===== src/shared/pvc_pkg.sv =====
/*
 * Constants shared by the PLL VCO-calibration and counter-sync control block.
 * Assumes a single 10 MHz system clock and an 8-bit register port.
 */
package pvc_pkg;

   // ---------------------------------------------------------------
   // Register map
   // ---------------------------------------------------------------
   localparam int          ADDR_W        = 10;
   localparam int          DATA_W        = 8;
   localparam logic [9:0]  REG_CAL_CTRL  = 10'h018;
   localparam logic [9:0]  REG_SYNC_DLY  = 10'h019;
   localparam logic [9:0]  REG_UPDATE    = 10'h232;
   localparam logic [9:0]  REG_CAL_STAT  = 10'h0F0;

   // ---------------------------------------------------------------
   // Field positions and reset values
   // ---------------------------------------------------------------
   localparam int          CAL_NOW_BIT   = 0;
   localparam int          CAL_DIV_LSB   = 1;
   localparam int          UPDATE_BIT    = 0;
   localparam int          STAT_BUSY_BIT = 0;
   localparam int          STAT_VALID_BIT = 1;
   localparam int          SYNC_MODE_LSB = 6;
   localparam int          REF_DLY_LSB   = 3;
   localparam int          FB_DLY_LSB    = 0;
   localparam logic [7:0]  CAL_CTRL_RST  = 8'h06;
   localparam logic [7:0]  SYNC_DLY_RST  = 8'h00;

   // ---------------------------------------------------------------
   // Timing
   // ---------------------------------------------------------------
   localparam int          CLK_PERIOD_NS = 100;
   localparam int          CAL_TICKS_DEF = 64;

   // ---------------------------------------------------------------
   // Types
   // ---------------------------------------------------------------
   typedef enum logic [1:0] {
      SM_NONE  = 2'b00,
      SM_ASYNC = 2'b01,
      SM_SYNC  = 2'b10,
      SM_NONE2 = 2'b11
   } pvc_sync_mode_t;

   typedef enum logic [1:0] {
      ST_IDLE = 2'b00,
      ST_RUN  = 2'b01,
      ST_DONE = 2'b10
   } pvc_cal_state_t;

   // Division ratio of the calibration clock for each divider code.
   function automatic logic [4:0] cal_div_ratio(input logic [1:0] code);
      case (code)
         2'b00:   cal_div_ratio = 5'h02;
         2'b01:   cal_div_ratio = 5'h04;
         2'b10:   cal_div_ratio = 5'h08;
         default: cal_div_ratio = 5'h10;
      endcase
   endfunction

endpackage


===== src/logic/pvc_cal_div.sv =====
/*
 * Calibration clock divider: counts reference clock edges and gives one tick
 * per divided period.
 * Assumes ref_edge is a one-cycle pulse already in the CLK domain.
 */
`timescale 1ns/1ps
`default_nettype none
module pvc_cal_div
   import pvc_pkg::*;
(
   // Clock and reset
   input  wire logic       clk,
   input  wire logic       rst_n,
   // Control
   input  wire logic       run,
   input  wire logic       ref_edge,
   input  wire logic [1:0] div_code,
   // Divided tick
   output logic            tick
);

   logic [4:0] cnt_r;
   logic [4:0] cnt_nxt;
   logic       tick_nxt;
   logic [4:0] ratio;
   logic       wrap;

   assign ratio    = cal_div_ratio(div_code); // RQ1 RQ8
   assign wrap     = ref_edge && (cnt_r == ratio - 5'h01);
   assign cnt_nxt  = !run ? 5'h00 : wrap ? 5'h00 : ref_edge ? cnt_r + 5'h01 : cnt_r;
   assign tick_nxt = run && wrap;

   always_ff @(posedge clk or negedge rst_n) begin
      if (!rst_n) begin
         cnt_r <= 5'h00;
         tick  <= 1'b0;
      end else begin
         cnt_r <= cnt_nxt;
         tick  <= tick_nxt;
      end
   end

   // ---------------------------------------------------------------
   // Checks
   // ---------------------------------------------------------------
   logic [5:0] edges_r;

   always_ff @(posedge clk or negedge rst_n) begin
      if (!rst_n) begin
         edges_r <= 6'h00;
      end else if (!run || tick) begin
         edges_r <= {5'h00, ref_edge && run};
      end else if (ref_edge) begin
         edges_r <= edges_r + 6'h01;
      end
   end

   chk_div_ratio: assert property (@(posedge clk) disable iff (!rst_n) // RQ1 RQ8
      (tick && $past(run) && $stable(div_code)) |-> (edges_r == {1'b0, ratio}))
      else $error("calibration tick does not match divider ratio");

   cover_div16: cover property (@(posedge clk) disable iff (!rst_n) tick && div_code == 2'b11);

endmodule
`default_nettype wire


===== src/logic/pvc_ctrl.sv =====
/*
 * PLL VCO-calibration and counter-sync control with buffered registers.
 * Assumes software on a plain register port and asynchronous REF_CLK and
 * SYNC_N pins; REF_CLK must run well below half the CLK rate.
 */
//
// Contract
// [RQ1] Default divider code divides reference by sixteen.
// [RQ2] Calibration starts only on active-copy rising edge.
// [RQ3] Software: reference present, clear, update, set, update.
// [RQ4] Clearing active calibrate bit discards calibration result.
// [RQ5] Software keeps holdover enables zero during calibration.
// [RQ6] Sync mode: none, async reset, sync reset, none.
// [RQ7] Reference and feedback path delays, reset zero.
// [RQ8] Other divider codes divide by two, four, eight.
// [RQ9] Writes buffered; update copies, then self-clears.
`timescale 1ns/1ps
`default_nettype none
module pvc_ctrl
   import pvc_pkg::*;
#(
   parameter int CAL_TICKS = CAL_TICKS_DEF
)(
   // Clock and reset
   input  wire logic              CLK,
   input  wire logic              ARST_N,
   // Register port
   input  wire logic [ADDR_W-1:0] ADDR,
   input  wire logic [DATA_W-1:0] WDATA,
   input  wire logic              WR,
   input  wire logic              RD,
   output logic [DATA_W-1:0]      RDATA,
   // Pins
   input  wire logic              REF_CLK,
   input  wire logic              SYNC_N,
   // Calibration
   output logic                   CAL_BUSY,
   output logic                   CAL_VALID,
   output logic                   CAL_TICK,
   // Counter control and path delays
   output logic                   CTR_ARST,
   output logic                   CTR_SRST,
   output logic [2:0]             REF_DLY,
   output logic [2:0]             FB_DLY
);

   // ---------------------------------------------------------------
   // Reset release and pin synchronisers
   // ---------------------------------------------------------------
   logic rst_s1_r;
   logic rst_n;
   logic ref_s1_r;
   logic ref_s2_r;
   logic ref_s3_r;
   logic sync_s1_r;
   logic sync_s2_r;
   logic sync_s3_r;

   always_ff @(posedge CLK or negedge ARST_N) begin
      if (!ARST_N) begin
         rst_s1_r <= 1'b0;
         rst_n    <= 1'b0;
      end else begin
         rst_s1_r <= 1'b1;
         rst_n    <= rst_s1_r;
      end
   end

   always_ff @(posedge CLK or negedge rst_n) begin
      if (!rst_n) begin
         ref_s1_r  <= 1'b0;
         ref_s2_r  <= 1'b0;
         ref_s3_r  <= 1'b0;
         sync_s1_r <= 1'b1;
         sync_s2_r <= 1'b1;
         sync_s3_r <= 1'b1;
      end else begin
         ref_s1_r  <= REF_CLK;
         ref_s2_r  <= ref_s1_r;
         ref_s3_r  <= ref_s2_r;
         sync_s1_r <= SYNC_N;
         sync_s2_r <= sync_s1_r;
         sync_s3_r <= sync_s2_r;
      end
   end

   wire ref_edge  = ref_s2_r && !ref_s3_r;
   wire sync_low  = !sync_s2_r;
   wire sync_fall = sync_s3_r && !sync_s2_r;

   // ---------------------------------------------------------------
   // Register file: buffer copy, active copy, update command
   // ---------------------------------------------------------------
   logic [7:0] cal_buf_r;
   logic [7:0] sync_buf_r;
   logic [7:0] cal_act_r;
   logic [7:0] sync_act_r;
   logic       upd_r;
   logic       upd_nxt;

   wire wr_cal  = WR && (ADDR == REG_CAL_CTRL);
   wire wr_sync = WR && (ADDR == REG_SYNC_DLY);
   wire wr_upd  = WR && (ADDR == REG_UPDATE) && WDATA[UPDATE_BIT];

   assign upd_nxt = wr_upd; // RQ9

   always_ff @(posedge CLK or negedge rst_n) begin
      if (!rst_n) begin
         cal_buf_r  <= CAL_CTRL_RST;
         sync_buf_r <= SYNC_DLY_RST;
      end else begin
         if (wr_cal) begin
            cal_buf_r <= WDATA;
         end
         if (wr_sync) begin
            sync_buf_r <= WDATA;
         end
      end
   end

   always_ff @(posedge CLK or negedge rst_n) begin
      if (!rst_n) begin
         cal_act_r  <= CAL_CTRL_RST;
         sync_act_r <= SYNC_DLY_RST;
         upd_r      <= 1'b0;
      end else begin
         upd_r <= upd_nxt;
         if (upd_r) begin
            cal_act_r  <= cal_buf_r;   // RQ9
            sync_act_r <= sync_buf_r;  // RQ9
         end
      end
   end

   wire            cal_now_act = cal_act_r[CAL_NOW_BIT];
   wire            cal_now_buf = cal_buf_r[CAL_NOW_BIT];
   wire [1:0]      cal_div     = cal_act_r[CAL_DIV_LSB +: 2];
   pvc_sync_mode_t sync_mode;
   assign sync_mode = pvc_sync_mode_t'(sync_act_r[SYNC_MODE_LSB +: 2]);

   // ---------------------------------------------------------------
   // Calibration sequencer
   // ---------------------------------------------------------------
   pvc_cal_state_t st_r;
   pvc_cal_state_t st_nxt;
   logic [15:0]    ticks_r;
   logic [15:0]    ticks_nxt;
   logic           tick;

   wire cal_start   = upd_r && cal_now_buf && !cal_now_act; // RQ2
   wire cal_discard = upd_r && !cal_now_buf;                // RQ4
   wire cal_last    = tick && (ticks_r == 16'(CAL_TICKS - 1));

   pvc_cal_div u_cal_div (
      .clk      (CLK),
      .rst_n    (rst_n),
      .run      (st_r == ST_RUN),
      .ref_edge (ref_edge),
      .div_code (cal_div),
      .tick     (tick)
   );

   always_comb begin
      st_nxt    = st_r;
      ticks_nxt = ticks_r;
      case (st_r)
         ST_IDLE: begin
            ticks_nxt = 16'h0000;
            if (cal_start) begin
               st_nxt = ST_RUN;
            end
         end
         ST_RUN: begin
            if (tick) begin
               ticks_nxt = ticks_r + 16'h0001;
            end
            if (cal_last) begin
               st_nxt = ST_DONE;
            end
         end
         ST_DONE: begin
            ticks_nxt = 16'h0000;
         end
         default: begin
            st_nxt = ST_IDLE;
         end
      endcase
      if (cal_discard) begin
         st_nxt    = ST_IDLE; // RQ4
         ticks_nxt = 16'h0000;
      end
   end

   always_ff @(posedge CLK or negedge rst_n) begin
      if (!rst_n) begin
         st_r      <= ST_IDLE;
         ticks_r   <= 16'h0000;
         CAL_BUSY  <= 1'b0;
         CAL_VALID <= 1'b0;
         CAL_TICK  <= 1'b0;
      end else begin
         st_r      <= st_nxt;
         ticks_r   <= ticks_nxt;
         CAL_BUSY  <= (st_nxt == ST_RUN);
         CAL_VALID <= (st_nxt == ST_DONE); // RQ4
         CAL_TICK  <= tick;
      end
   end

   // ---------------------------------------------------------------
   // Counter reset on the alignment pin and path delays
   // ---------------------------------------------------------------
   wire arst_nxt = (sync_mode == SM_ASYNC) && sync_low;  // RQ6
   wire srst_nxt = (sync_mode == SM_SYNC) && sync_fall;  // RQ6

   always_ff @(posedge CLK or negedge rst_n) begin
      if (!rst_n) begin
         CTR_ARST <= 1'b0;
         CTR_SRST <= 1'b0;
         REF_DLY  <= SYNC_DLY_RST[REF_DLY_LSB +: 3];
         FB_DLY   <= SYNC_DLY_RST[FB_DLY_LSB +: 3];
      end else begin
         CTR_ARST <= arst_nxt;
         CTR_SRST <= srst_nxt;
         REF_DLY  <= upd_r ? sync_buf_r[REF_DLY_LSB +: 3] : REF_DLY; // RQ7
         FB_DLY   <= upd_r ? sync_buf_r[FB_DLY_LSB +: 3] : FB_DLY;   // RQ7
      end
   end

   // ---------------------------------------------------------------
   // Read data
   // ---------------------------------------------------------------
   logic [7:0] rd_mux;

   always_comb begin
      case (ADDR)
         REG_CAL_CTRL: rd_mux = cal_buf_r;
         REG_SYNC_DLY: rd_mux = sync_buf_r;
         REG_UPDATE:   rd_mux = {7'h00, upd_r};
         REG_CAL_STAT: rd_mux = {6'h00, CAL_VALID, CAL_BUSY};
         default:      rd_mux = 8'h00;
      endcase
   end

   always_ff @(posedge CLK or negedge rst_n) begin
      if (!rst_n) begin
         RDATA <= 8'h00;
      end else begin
         RDATA <= RD ? rd_mux : 8'h00;
      end
   end

   // ---------------------------------------------------------------
   // Checks
   // ---------------------------------------------------------------
   chk_update_copies: assert property (@(posedge CLK) disable iff (!rst_n) // RQ9
      upd_r |=> (cal_act_r == $past(cal_buf_r)) && (sync_act_r == $past(sync_buf_r)) && (upd_r == $past(wr_upd)))
      else $error("update did not copy buffer or did not self-clear");

   chk_act_hold: assert property (@(posedge CLK) disable iff (!rst_n) // RQ9
      !upd_r |=> $stable(cal_act_r) && $stable(sync_act_r))
      else $error("active copy changed without update");

   chk_start_edge: assert property (@(posedge CLK) disable iff (!rst_n) // RQ2
      $rose(st_r == ST_RUN) |-> $rose(cal_now_act))
      else $error("calibration started without active rising edge");

   chk_discard_cal: assert property (@(posedge CLK) disable iff (!rst_n) // RQ4
      $fell(cal_now_act) |-> (st_r == ST_IDLE) ##1 (!CAL_VALID && !CAL_BUSY))
      else $error("calibration result kept after clear");

   chk_cal_length: assert property (@(posedge CLK) disable iff (!rst_n) // RQ1
      $rose(st_r == ST_DONE) |-> $past(ticks_r) == 16'(CAL_TICKS - 1))
      else $error("calibration ended after wrong tick count");

   chk_async_mode: assert property (@(posedge CLK) disable iff (!rst_n) // RQ6
      (sync_mode == SM_ASYNC && sync_low) |=> CTR_ARST)
      else $error("async counter reset missing");

   chk_idle_modes: assert property (@(posedge CLK) disable iff (!rst_n) // RQ6
      (sync_mode == SM_NONE || sync_mode == SM_NONE2) |=> (!CTR_ARST && !CTR_SRST))
      else $error("counter reset in no-action mode");

   chk_sync_pulse: assert property (@(posedge CLK) disable iff (!rst_n) // RQ6
      (sync_mode == SM_SYNC && sync_fall) |=> CTR_SRST ##1 !CTR_SRST)
      else $error("sync counter reset longer than one cycle");

   chk_path_delay: assert property (@(posedge CLK) disable iff (!rst_n) // RQ7
      upd_r |=> (REF_DLY == $past(sync_buf_r[5:3])) && (FB_DLY == $past(sync_buf_r[2:0])))
      else $error("path delay outputs not loaded on update");

   cover_cal_done: cover property (@(posedge CLK) disable iff (!rst_n) $rose(CAL_VALID));
   cover_async_rst: cover property (@(posedge CLK) disable iff (!rst_n) $rose(CTR_ARST));
   cover_sync_rst: cover property (@(posedge CLK) disable iff (!rst_n) CTR_SRST);
   cover_abort: cover property (@(posedge CLK) disable iff (!rst_n) CAL_BUSY && cal_discard);

endmodule
`default_nettype wire


===== config.mk =====
export PLATFORM = sky130hd
export DESIGN_NAME = pvc_ctrl
export DESIGN_NICKNAME = d
export VERILOG_FILES = /design/src/shared/pvc_pkg.sv /design/src/logic/pvc_cal_div.sv /design/src/logic/pvc_ctrl.sv
export SDC_FILE = /design/constraint.sdc
export NUM_CORES = 1
export LEC_CHECK = 0
export ABC_CLOCK_PERIOD_IN_PS = 6200
export BUFFER_PORTS_ARGS = -buffer_cell sky130_fd_sc_hd__clkbuf_2
export CORE_MARGIN = 1
export CORE_UTILIZATION = 30
export DETAILED_ROUTE_END_ITERATION = 12
export PLACE_DENSITY = 0.47
export SYNTH_ARGS = -nofsm -noshare
export SYNTH_HDL_FRONTEND = slang
export SYNTH_SLANG_ARGS = --single-unit
export TNS_END_PERCENT = 1

===== constraint.sdc =====
create_clock -name CLK -period 6.2 [get_ports CLK]
set_clock_uncertainty 0.1 [all_clocks]
set_input_delay 1.55 -clock CLK [delete_from_list [all_inputs] [get_ports CLK]]
set_output_delay 1.55 -clock CLK [all_outputs]
set_load 0.03 [all_outputs]

==> impl_metrics.yaml, run 1 <==
global_routing:
  antenna_found_initial: 0
  grt_max_degree: 72
  grt.overflow.total: 0
  grt_pass1_vias: 2119
  grt_pass1_wl_um: 10540
  track_usage_pct: 12.44
power:
  power.density_mw_per_mm2: 230.0
  p_leak_nw: 1.695
  ir_drop_mv: 0.1043
hold_path:
  hold_depth: 0
  hold_path_class: "reg2reg"
logic_synthesis:
  synthMuxAreaShare_pct: 12.91
  ys_types: 48
  syn-num-nets: 291
  syn_inst: 265
  synth-simple-area-share_pct: 16.38
  synth-xor-area-share_pct: 2.730
  ys_seq_area_share_pct: 57.22
  syn-cell-area_mm2: 0.003208
  synth-edff-count: 0
  synthArstFlopShare_pct: 100.0
  synth_ff_type: "dfrtp_1"
  syn-mean-instance-area_um2: 12.11
  synth-seq-cells: 73
  yosysWarningCount: 0
  synth_top_family_by_area: "simple AND/OR/NAND/NOR gates"
  yosys.area_share.adder_pct: 0.7800
  synth-compound-area-share_pct: 7.137
routing:
  routedWlPerCell_um: 13.95
  wl_um: 6262
  num_vias: 2106
  drc_errors: 0
  ant_nets: 0
  drt-initial-drc-count: 81
  drt_first_pass_iters: 4
  viasPerCell: 4.690
placed_design:
  io_buffers: 42
  dpl.cell_count: 433
  dpl_cell_area_mm2: 0.003525
  dp_hpwl_um: 4209
  gp_congestion: 0.7544
die:
  start_util_pct: 31.08
  io_pins: 43
  die_h_um: 105.4
  die_area_mm2: 0.01111
  fp.dieW_um: 105.4
  core-area_mm2: 0.01032
  placementRows: 37
worst_setup_path:
  worstSetupPathType: "in2reg"
  end_kind: "flop"
  critical_path_arrival_ns: 3.15
  crit_required_ns: 6.34
  worstPathMaxFanout: 8
  ff2ff_setup_slack_ns: 4.05
  setup.worst_path.start_class: "input pin"
  reg2reg_depth: 4
timing:
  worstMarginPinSlew_ns: 0.9082
  max_freq_mhz: 331.8
  maxSlewViolCount: 0
  rsz0062_at_grt: "no"
  setup_viol: 0
  post-route-period-util_pct: 48.60
  finalCriticalPeriod_ns: 3.013
  relSlewSlack_pct: 39.46
  tns_ns: 0
  hold_viol_final: 0
layout:
  multiInputGateArea_mm2: 0.001285
  nets: 334
  final_common_cell: "dfrtp_1"
  num-fill-cells: 1033
  final_cell_mix: "dfrtp_1, clkbuf_2, nor2_1, mux2_2, a21oi_1"
  antenna_cells: 0
  stdcell_count: 449
  areaGrowthSynthToFinish_pct: 15.41
  drive_above_1_share_pct: 31.63
  seq_area_mm2: 0.001837
  finalInstanceArea_mm2: 0.003702
  fin_util_pct: 35.86
cts:
  cts_buffer_depth: 2
  cts_inserted_buffers: 9
  cts_sinks: 73
  cts_max_level: 3
  cts_hold_buf: 0
  post_cts_resized: 0
  clock_latency_ns: 0.35
  cts_tree: "done"
  post_cts_buffers: 0
  clk_pin_slew_ns: 0.08
  root_buffer: "clkbuf_8"
flow_run:
  maxCapViolCount: 0
run_status:
  outcome: "finished clean"
==> final cells by class <==
type | count | share of cell area (%)
sequential | 73 | 49.61
timing repair buffer | 43 | 5.880
clock buffer | 10 | 3.717
clock inverter | 6 | 1.081
multi-input combinational | 177 | 34.71
inverter | 4 | 0.4055
tap | 136 | 4.596
==> report_power, final <==
group	switching, mW	total (mW)	internal, mW
clock network	0.184	0.341	0.157
registers	0.00204	0.483	0.481
logic	0.0177	0.0278	0.0102
==> worst max-delay path, stage by stage <==
cell and delay (ns):
clkbuf_2 0.08, nor3b_1 0.49, nand4_1 0.22, or2_1 0.45, mux2_4 0.36
==> stage by stage <==
| stage | hold slack, ns | setup slack (ns) | power, mW |
|---|---|---|---|
| after global routing | 0.2634 | 3.086 | 0.8960 |
| after floorplan | 0.2312 | 3.326 | 0.5060 |
| after global placement | 0.2344 | 2.852 | 0.5211 |
| after CTS | 0.2593 | 3.195 | 0.8706 |
| after detailed placement | 0.2347 | 2.802 | 0.5213 |
| final | 0.2551 | 3.187 | 0.8515 |
==> synth_stat cells, types with 2 or more instances <==
library cell,number,area share [%]
dfrtp_1,66,51
nor2_1,23,2.7
mux2_2,19,6.7
a21oi_1,13,2.0
nand2_1,12,1.4
nand4_1,10,2.0
nand3_1,9,1.4
mux2_4,8,3.7
mux2i_1,8,2.5
dfstp_2,7,5.7
nor2b_1,7,1.4
or3_1,7,1.4
buf_4,6,1.4
o21ai_0,6,0.94
xor2_1,6,1.6
o21a_1,5,1.2
inv_1,4,0.47
nand2b_1,4,0.78
xnor2_1,4,1.1
a22o_1,3,0.82
clkbuf_1,3,0.35
a311o_1,2,0.62
and3_1,2,0.39
ha_1,2,0.78
nor3_1,2,0.31
nor3b_1,2,0.47
nor4_1,2,0.39
o31ai_1,2,0.47
or4_1,2,0.47
==> flip-flops by register name, indices dropped and copies added, names as in the netlist, 2 cells and up <==
signal,flops
u_cal_div.cnt_r,5
sync_act_r,8
cal_buf_r,8
ticks_r,16
cal_act_r,3
st_r,2
sync_buf_r,8
RDATA,8
==> kinds of logic after synthesis <==
logic type               after synthesis
AO/OA/AOI/OAI                         35
other                                  1
flip-flops                            73
XOR/XNOR                              10
multiplexers                          35
adder cells (fa/ha/maj)                2
buffers and inverters                 15
AND/OR/NAND/NOR                       94
==> path summary, 6_finish.rpt <==
kind / from / endpoint
max: ADDR[2] / sync_buf_r[7]
min: ref_s1_r / ref_s2_r
max reg2reg: upd_r / ticks_r[11]
min reg2reg: ref_s1_r / ref_s2_r
max in group asynchronous: rst_n / ticks_r[4]
min in group asynchronous: rst_n / ref_s1_r
==> per-layer routing <==
metal,global-route usage (%),routed length [µm],part of all wire [%],vias to the layer above
met1,16.19,3044,49,1031
li1,-,-,-,1028
met4,3.622,69,1.1,0
met5,0,0,0,-
met2,18.94,2871,46,41
met3,5.071,276,4.4,6
Power figures use the tool's default switching activity.
==> inputs of run 2 (changes only) <==
--- a/config.mk
+++ b/config.mk
@@ -5,12 +5,12 @@
 export SDC_FILE = /design/constraint.sdc
 export NUM_CORES = 1
 export LEC_CHECK = 0
-export ABC_CLOCK_PERIOD_IN_PS = 6200
+export ABC_CLOCK_PERIOD_IN_PS = 2750
 export BUFFER_PORTS_ARGS = -buffer_cell sky130_fd_sc_hd__clkbuf_2
 export CORE_MARGIN = 1
 export CORE_UTILIZATION = 30
 export DETAILED_ROUTE_END_ITERATION = 12
-export PLACE_DENSITY = 0.47
+export PLACE_DENSITY = 0.49
 export SYNTH_ARGS = -nofsm -noshare
 export SYNTH_HDL_FRONTEND = slang
 export SYNTH_SLANG_ARGS = --single-unit
==> constraint.sdc (replaced) <==
create_clock -name CLK -period 2.75 [get_ports CLK]
set_clock_uncertainty 0.1 [all_clocks]
set_input_delay 0.6875 -clock CLK [delete_from_list [all_inputs] [get_ports CLK]]
set_output_delay 0.6875 -clock CLK [all_outputs]
set_load 0.03 [all_outputs]
==> run 2 against run 1 <==
Worst hold slack worse by 0.11 ns; global-route usage up 0.26 points; critical path depth up 1; sequential power up 130%; sequential share of layout area down 1.1 points; cell area up 2.2%; critical path type unchanged; critical endpoint is now sync_buf_r[6]; largest cell class unchanged; largest power group unchanged; highest routed layer unchanged.
==> impl_metrics.yaml, run 2 (synthesized netlist as in run 1, its figures left out) <==
placed_design:
  dp_hpwl_um: 4586
  dpl.cell_count: 438
  gp_congestion: 0.7742
  dpl_cell_area_mm2: 0.003562
  io_buffers: 42
die:
  placementRows: 37
  core-area_mm2: 0.01032
  start_util_pct: 31.08
  die_area_mm2: 0.01111
  die_h_um: 105.4
  fp.dieW_um: 105.4
  io_pins: 43
cts:
  cts_tree: "done"
  cts_sinks: 73
  post_cts_buffers: 0
  cts_inserted_buffers: 9
  cts_max_level: 3
  clock_latency_ns: 0.35
  root_buffer: "clkbuf_8"
  clk_pin_slew_ns: 0.08
  cts_buffer_depth: 2
layout:
  regMostFlops: "ticks_r"
  antenna_cells: 0
  drive_above_1_share_pct: 32.60
  num-fill-cells: 1026
  final_common_cell: "dfrtp_1"
  areaGrowthSynthToFinish_pct: 17.90
  final_cell_mix: "dfrtp_1, clkbuf_2, nor2_1, mux2_2, a21oi_1"
  largest_reg_flops: 16
  nets: 340
  finalInstanceArea_mm2: 0.003782
  stdcell_count: 455
routing:
  routedWlPerCell_um: 14.09
  wl_um: 6410
  drc_errors: 0
  drt-initial-drc-count: 91
  viasPerCell: 4.734
  num_vias: 2154
  ant_nets: 0
  drt_first_pass_iters: 4
worst_setup_path:
  worst-path-buf-inv: 2
  ff2ff_setup_slack_ns: 0.92
  setup.worst_path.end: "sync_buf_r[6]"
  setup.worst_path.start_class: "input pin"
  cp-startpoint: "ADDR[2]"
  end_kind: "flop"
  critical_path_depth: 6
  reg2reg_depth: 4
  path_cells: "clkbuf_2, nor3b_1, buf_4, nand4_1, or2_1, mux2_4"
  r2r_start: "cal_buf_r[0]"
  critical_path_arrival_ns: 2.11
  worstSetupPathType: "in2reg"
  worstPathMaxFanout: 8
  critical-path-top-delay-family: "simple AND/OR/NAND/NOR gates"
  crit_slowest_cell: "or2_1"
  max_stage_delay_ns: 0.43
  crit_required_ns: 2.89
  r2r_end: "ticks_r[13]"
timing:
  relSlewSlack_pct: 65.71
  post-route-period-util_pct: 71.91
  rsz0062_at_grt: "no"
  setup_viol: 0
  maxSlewViolCount: 0
  tns_ns: 0
  max_freq_mhz: 505.7
  hold_viol_final: 0
  worstMarginPinSlew_ns: 0.5131
  finalCriticalPeriod_ns: 1.977
  whs_ns: 0.1413
global_routing:
  track_usage_pct: 12.70
  grt_max_degree: 27
  grt_pass1_vias: 2228
  grt_pass1_wl_um: 11010
  grt.overflow.total: 0
  antenna_found_initial: 0
power:
  ir_drop_mv: 0.2315
  p_leak_nw: 1.736
  power.density_mw_per_mm2: 535.5
  total_power_mw: 2.025
run_status:
  outcome: "finished clean"
hold_path:
  hold_path_class: "reg2async"
flow_run:
  maxCapViolCount: 0
-- run 2: timing repair --
| action | CTS | global route |
|---|---|---|
| hold buffers | 1 | 0 |
| gates resized for setup | 0 | 0 |
| hold endpoints to repair | 2 | 0 |
-- run 2: stage by stage --
step	setup slack [ns]	utilization, %
2_1_floorplan	0.4788	-
3_3_place_gp	0.4133	34.50
3_5_place_dp	0.3746	34.50
4_1_cts	0.7529	36.64
5_1_grt	0.7007	36.64
6_report	0.7726	36.64
-- run 2: metal layers --
metal | wire, µm | part of all wire [%] | GRT usage (%) | up-vias
li1 | - | - | - | 1040
met1 | 2990 | 47 | 16.25 | 1060
met2 | 3119 | 49 | 20.58 | 45
met3 | 217 | 3.4 | 3.278 | 9
met4 | 83 | 1.3 | 4.829 | 0
met5 | 0 | 0 | 0 | -
-- run 2: how the worst min path moves through the flow --
| stage | cells past startpoint | to |
|---|---|---|
| after global routing | 0 | sync_act_r[7] |
| final | 0 | sync_act_r[7] |
| after floorplan | 0 | ref_s2_r |
| after CTS | 0 | sync_act_r[7] |
| after global placement | 0 | sync_act_r[7] |
| after detailed placement | 0 | sync_act_r[7] |
-- run 2: final cells by class --
cell class / count / area (µm²) / share of cell area (%)
flip-flops and latches: 73 / 1837 / 48.56
multi-input cells: 177 / 1285 / 33.97
repair buffers: 49 / 265.3 / 7.013
well taps: 136 / 170.2 / 4.499
clock buffers: 10 / 137.6 / 3.639
clock inverters: 6 / 72.57 / 1.919
inverters: 4 / 15.01 / 0.3970
-- run 2: power breakdown --
group	switching [mW]	leakage, nW	internal, mW
Combinational	0.0341	0.650	0.0263
Sequential	0.0111	0.982	1.08
Clock	0.417	0.103	0.453
==> inputs of run 3 (changes only) <==
--- a/config.mk
+++ b/config.mk
@@ -5,7 +5,7 @@
 export SDC_FILE = /design/constraint.sdc
 export NUM_CORES = 1
 export LEC_CHECK = 0
-export ABC_CLOCK_PERIOD_IN_PS = 2750
+export ABC_CLOCK_PERIOD_IN_PS = 1700
 export BUFFER_PORTS_ARGS = -buffer_cell sky130_fd_sc_hd__clkbuf_2
 export CORE_MARGIN = 1
 export CORE_UTILIZATION = 30
==> constraint.sdc (replaced) <==
create_clock -name CLK -period 1.7 [get_ports CLK]
set_clock_uncertainty 0.1 [all_clocks]
set_input_delay 0.425 -clock CLK [delete_from_list [all_inputs] [get_ports CLK]]
set_output_delay 0.425 -clock CLK [all_outputs]
set_load 0.03 [all_outputs]
==> run 3 against run 2 <==
Combinational power grew 110%; largest cell class unchanged; critical path type is now reg2reg; cell area up 9.0%; critical endpoint is now ticks_r[14]; worst setup slack worse by 0.76 ns; largest power group unchanged.
==> impl_metrics.yaml, run 3 (synthesized netlist as in run 1, its figures left out) <==
hold_path:
  hold_path.startpoint: "SYNC_N"
  hold_path_class: "in2reg"
routing:
  ant_nets: 0
  viasPerCell: 4.702
  routedWlPerCell_um: 14.12
  wl_um: 6976
  drt-initial-drc-count: 38
  num_vias: 2323
  drc_errors: 0
  drt_first_pass_iters: 4
power:
  power.density_mw_per_mm2: 809.7
  ir_drop_mv: 0.3904
  p_leak_nw: 1.939
  total_power_mw: 3.339
global_routing:
  grt.overflow.total: 0
  grt_pass1_wl_um: 11650
  antenna_found_initial: 0
  grt_max_degree: 50
  track_usage_pct: 13.52
  grt_pass1_vias: 2350
worst_setup_path:
  r2r_end: "ticks_r[14]"
  end_kind: "flop"
  critical_path_arrival_ns: 1.86
  r2r_start: "ticks_r[11]"
  crit_required_ns: 1.87
  ff2ff_setup_slack_ns: 0.01
  cp-startpoint: "ticks_r[11]"
  reg2reg_depth: 4
  worstSetupPathType: "reg2reg"
  worstPathMaxFanout: 5
  setup.worst_path.end: "ticks_r[14]"
  setup.worst_path.start_class: "flop"
timing:
  max_freq_mhz: 593.2
  tns_ns: 0
  whs_ns: 0.04114
  post-route-period-util_pct: 99.16
  hold_viol_final: 0
  setup_viol: 0
  rsz0062_at_grt: "yes"
  finalCriticalPeriod_ns: 1.686
  maxSlewViolCount: 0
die:
  start_util_pct: 31.08
  placementRows: 37
  core-area_mm2: 0.01032
  fp.dieW_um: 105.4
  die_area_mm2: 0.01111
  io_pins: 43
  die_h_um: 105.4
placed_design:
  dpl_cell_area_mm2: 0.003857
  dp_hpwl_um: 5057
  io_buffers: 42
  gp_congestion: 0.7739
layout:
  antenna_cells: 0
  finalInstanceArea_mm2: 0.004124
  drive_above_1_share_pct: 41.34
  nets: 379
  areaGrowthSynthToFinish_pct: 28.55
  regMostFlops: "ticks_r"
  final_cell_mix: "dfrtp_1, buf_4, clkbuf_2, nor2_1, mux2_2"
  largest_reg_flops: 16
  num-fill-cells: 1026
  seq_area_mm2: 0.001837
  multiInputGateArea_mm2: 0.001311
  fin_util_pct: 39.95
  final_common_cell: "dfrtp_1"
cts:
  cts_max_level: 3
  cts_sinks: 73
  root_buffer: "clkbuf_8"
  cts_buffer_depth: 2
  clock_latency_ns: 0.35
  cts_inserted_buffers: 9
  clk_pin_slew_ns: 0.09
  cts_tree: "done"
run_status:
  outcome: "finished clean"
flow_run:
  maxCapViolCount: 0
## run 3: changes by cell type in the layout (fill, tap and decap cells not counted), moves of 2 or more
| cell | change |
|---|---|
| a21oi_1 | -2 |
| a21oi_2 | +2 |
| buf_12 | +2 |
| buf_4 | +37 |
## run 3: power by group
group	internal [mW]	switching, mW
registers	1.75	0.00852
logic	0.0577	0.0716
clock network	0.706	0.741
total	2.52	0.821
## run 3: worst min-delay path by stage
stage	endpoint	slack (ns)	depth (start not counted)
after floorplan	rst_n	0.03	0
after global placement	rst_s1_r	0.12	1
after detailed placement	rst_s1_r	0.12	1
after CTS	sync_s1_r	0.02	1
after global routing	sync_s1_r	0.02	1
final	sync_s1_r	0.04	1
## run 3: what timing repair did
| action | 4_1_cts | 5_1_grt |
|---|---|---|
| endpoints found under the hold margin | 2 | 0 |
| pin swaps | 3 | 2 |
| setup buffers | 0 | 3 |
| resized for setup | 1 | 5 |
| hold buffers | 1 | 0 |
| endpoints found under the setup margin | 2 | 5 |
## run 3: final cells by class
class                      instances  share of cell area [%]
multi-input combinational        177                   31.80
inverter                           4                  0.3641
sequential                        73                   44.54
tap                              136                   4.126
clock inverter                     7                   2.033
clock buffer                       9                   3.004
timing repair buffer              88                   14.14
## run 3: stage by stage
step / instances / worst slack [ns]
3_3_place_gp: 474 / -0.2232
4_1_cts: 491 / 0.007505
3_5_place_dp: 474 / -0.2378
6_report: 494 / 0.01435
2_1_floorplan: 265 / -0.04873
5_1_grt: 494 / -0.04476
## run 3: routing by layer
metal	up-vias	track usage [%]	share of wire (%)	wire length (µm)
met2	37	21.33	47	3303
met4	0	4.326	1.0	72
met3	8	4.082	3.4	239
met1	1157	17.72	48	3360
li1	1121	-	-	-
met5	-	0	0	0
## run 3: worst max-delay path, cell delays in order (launching register included)
cell and delay, ns:
dfrtp_1 0.45, nand4_1 0.16, or3_4 0.41, or3_1 0.35, a21oi_1 0.15
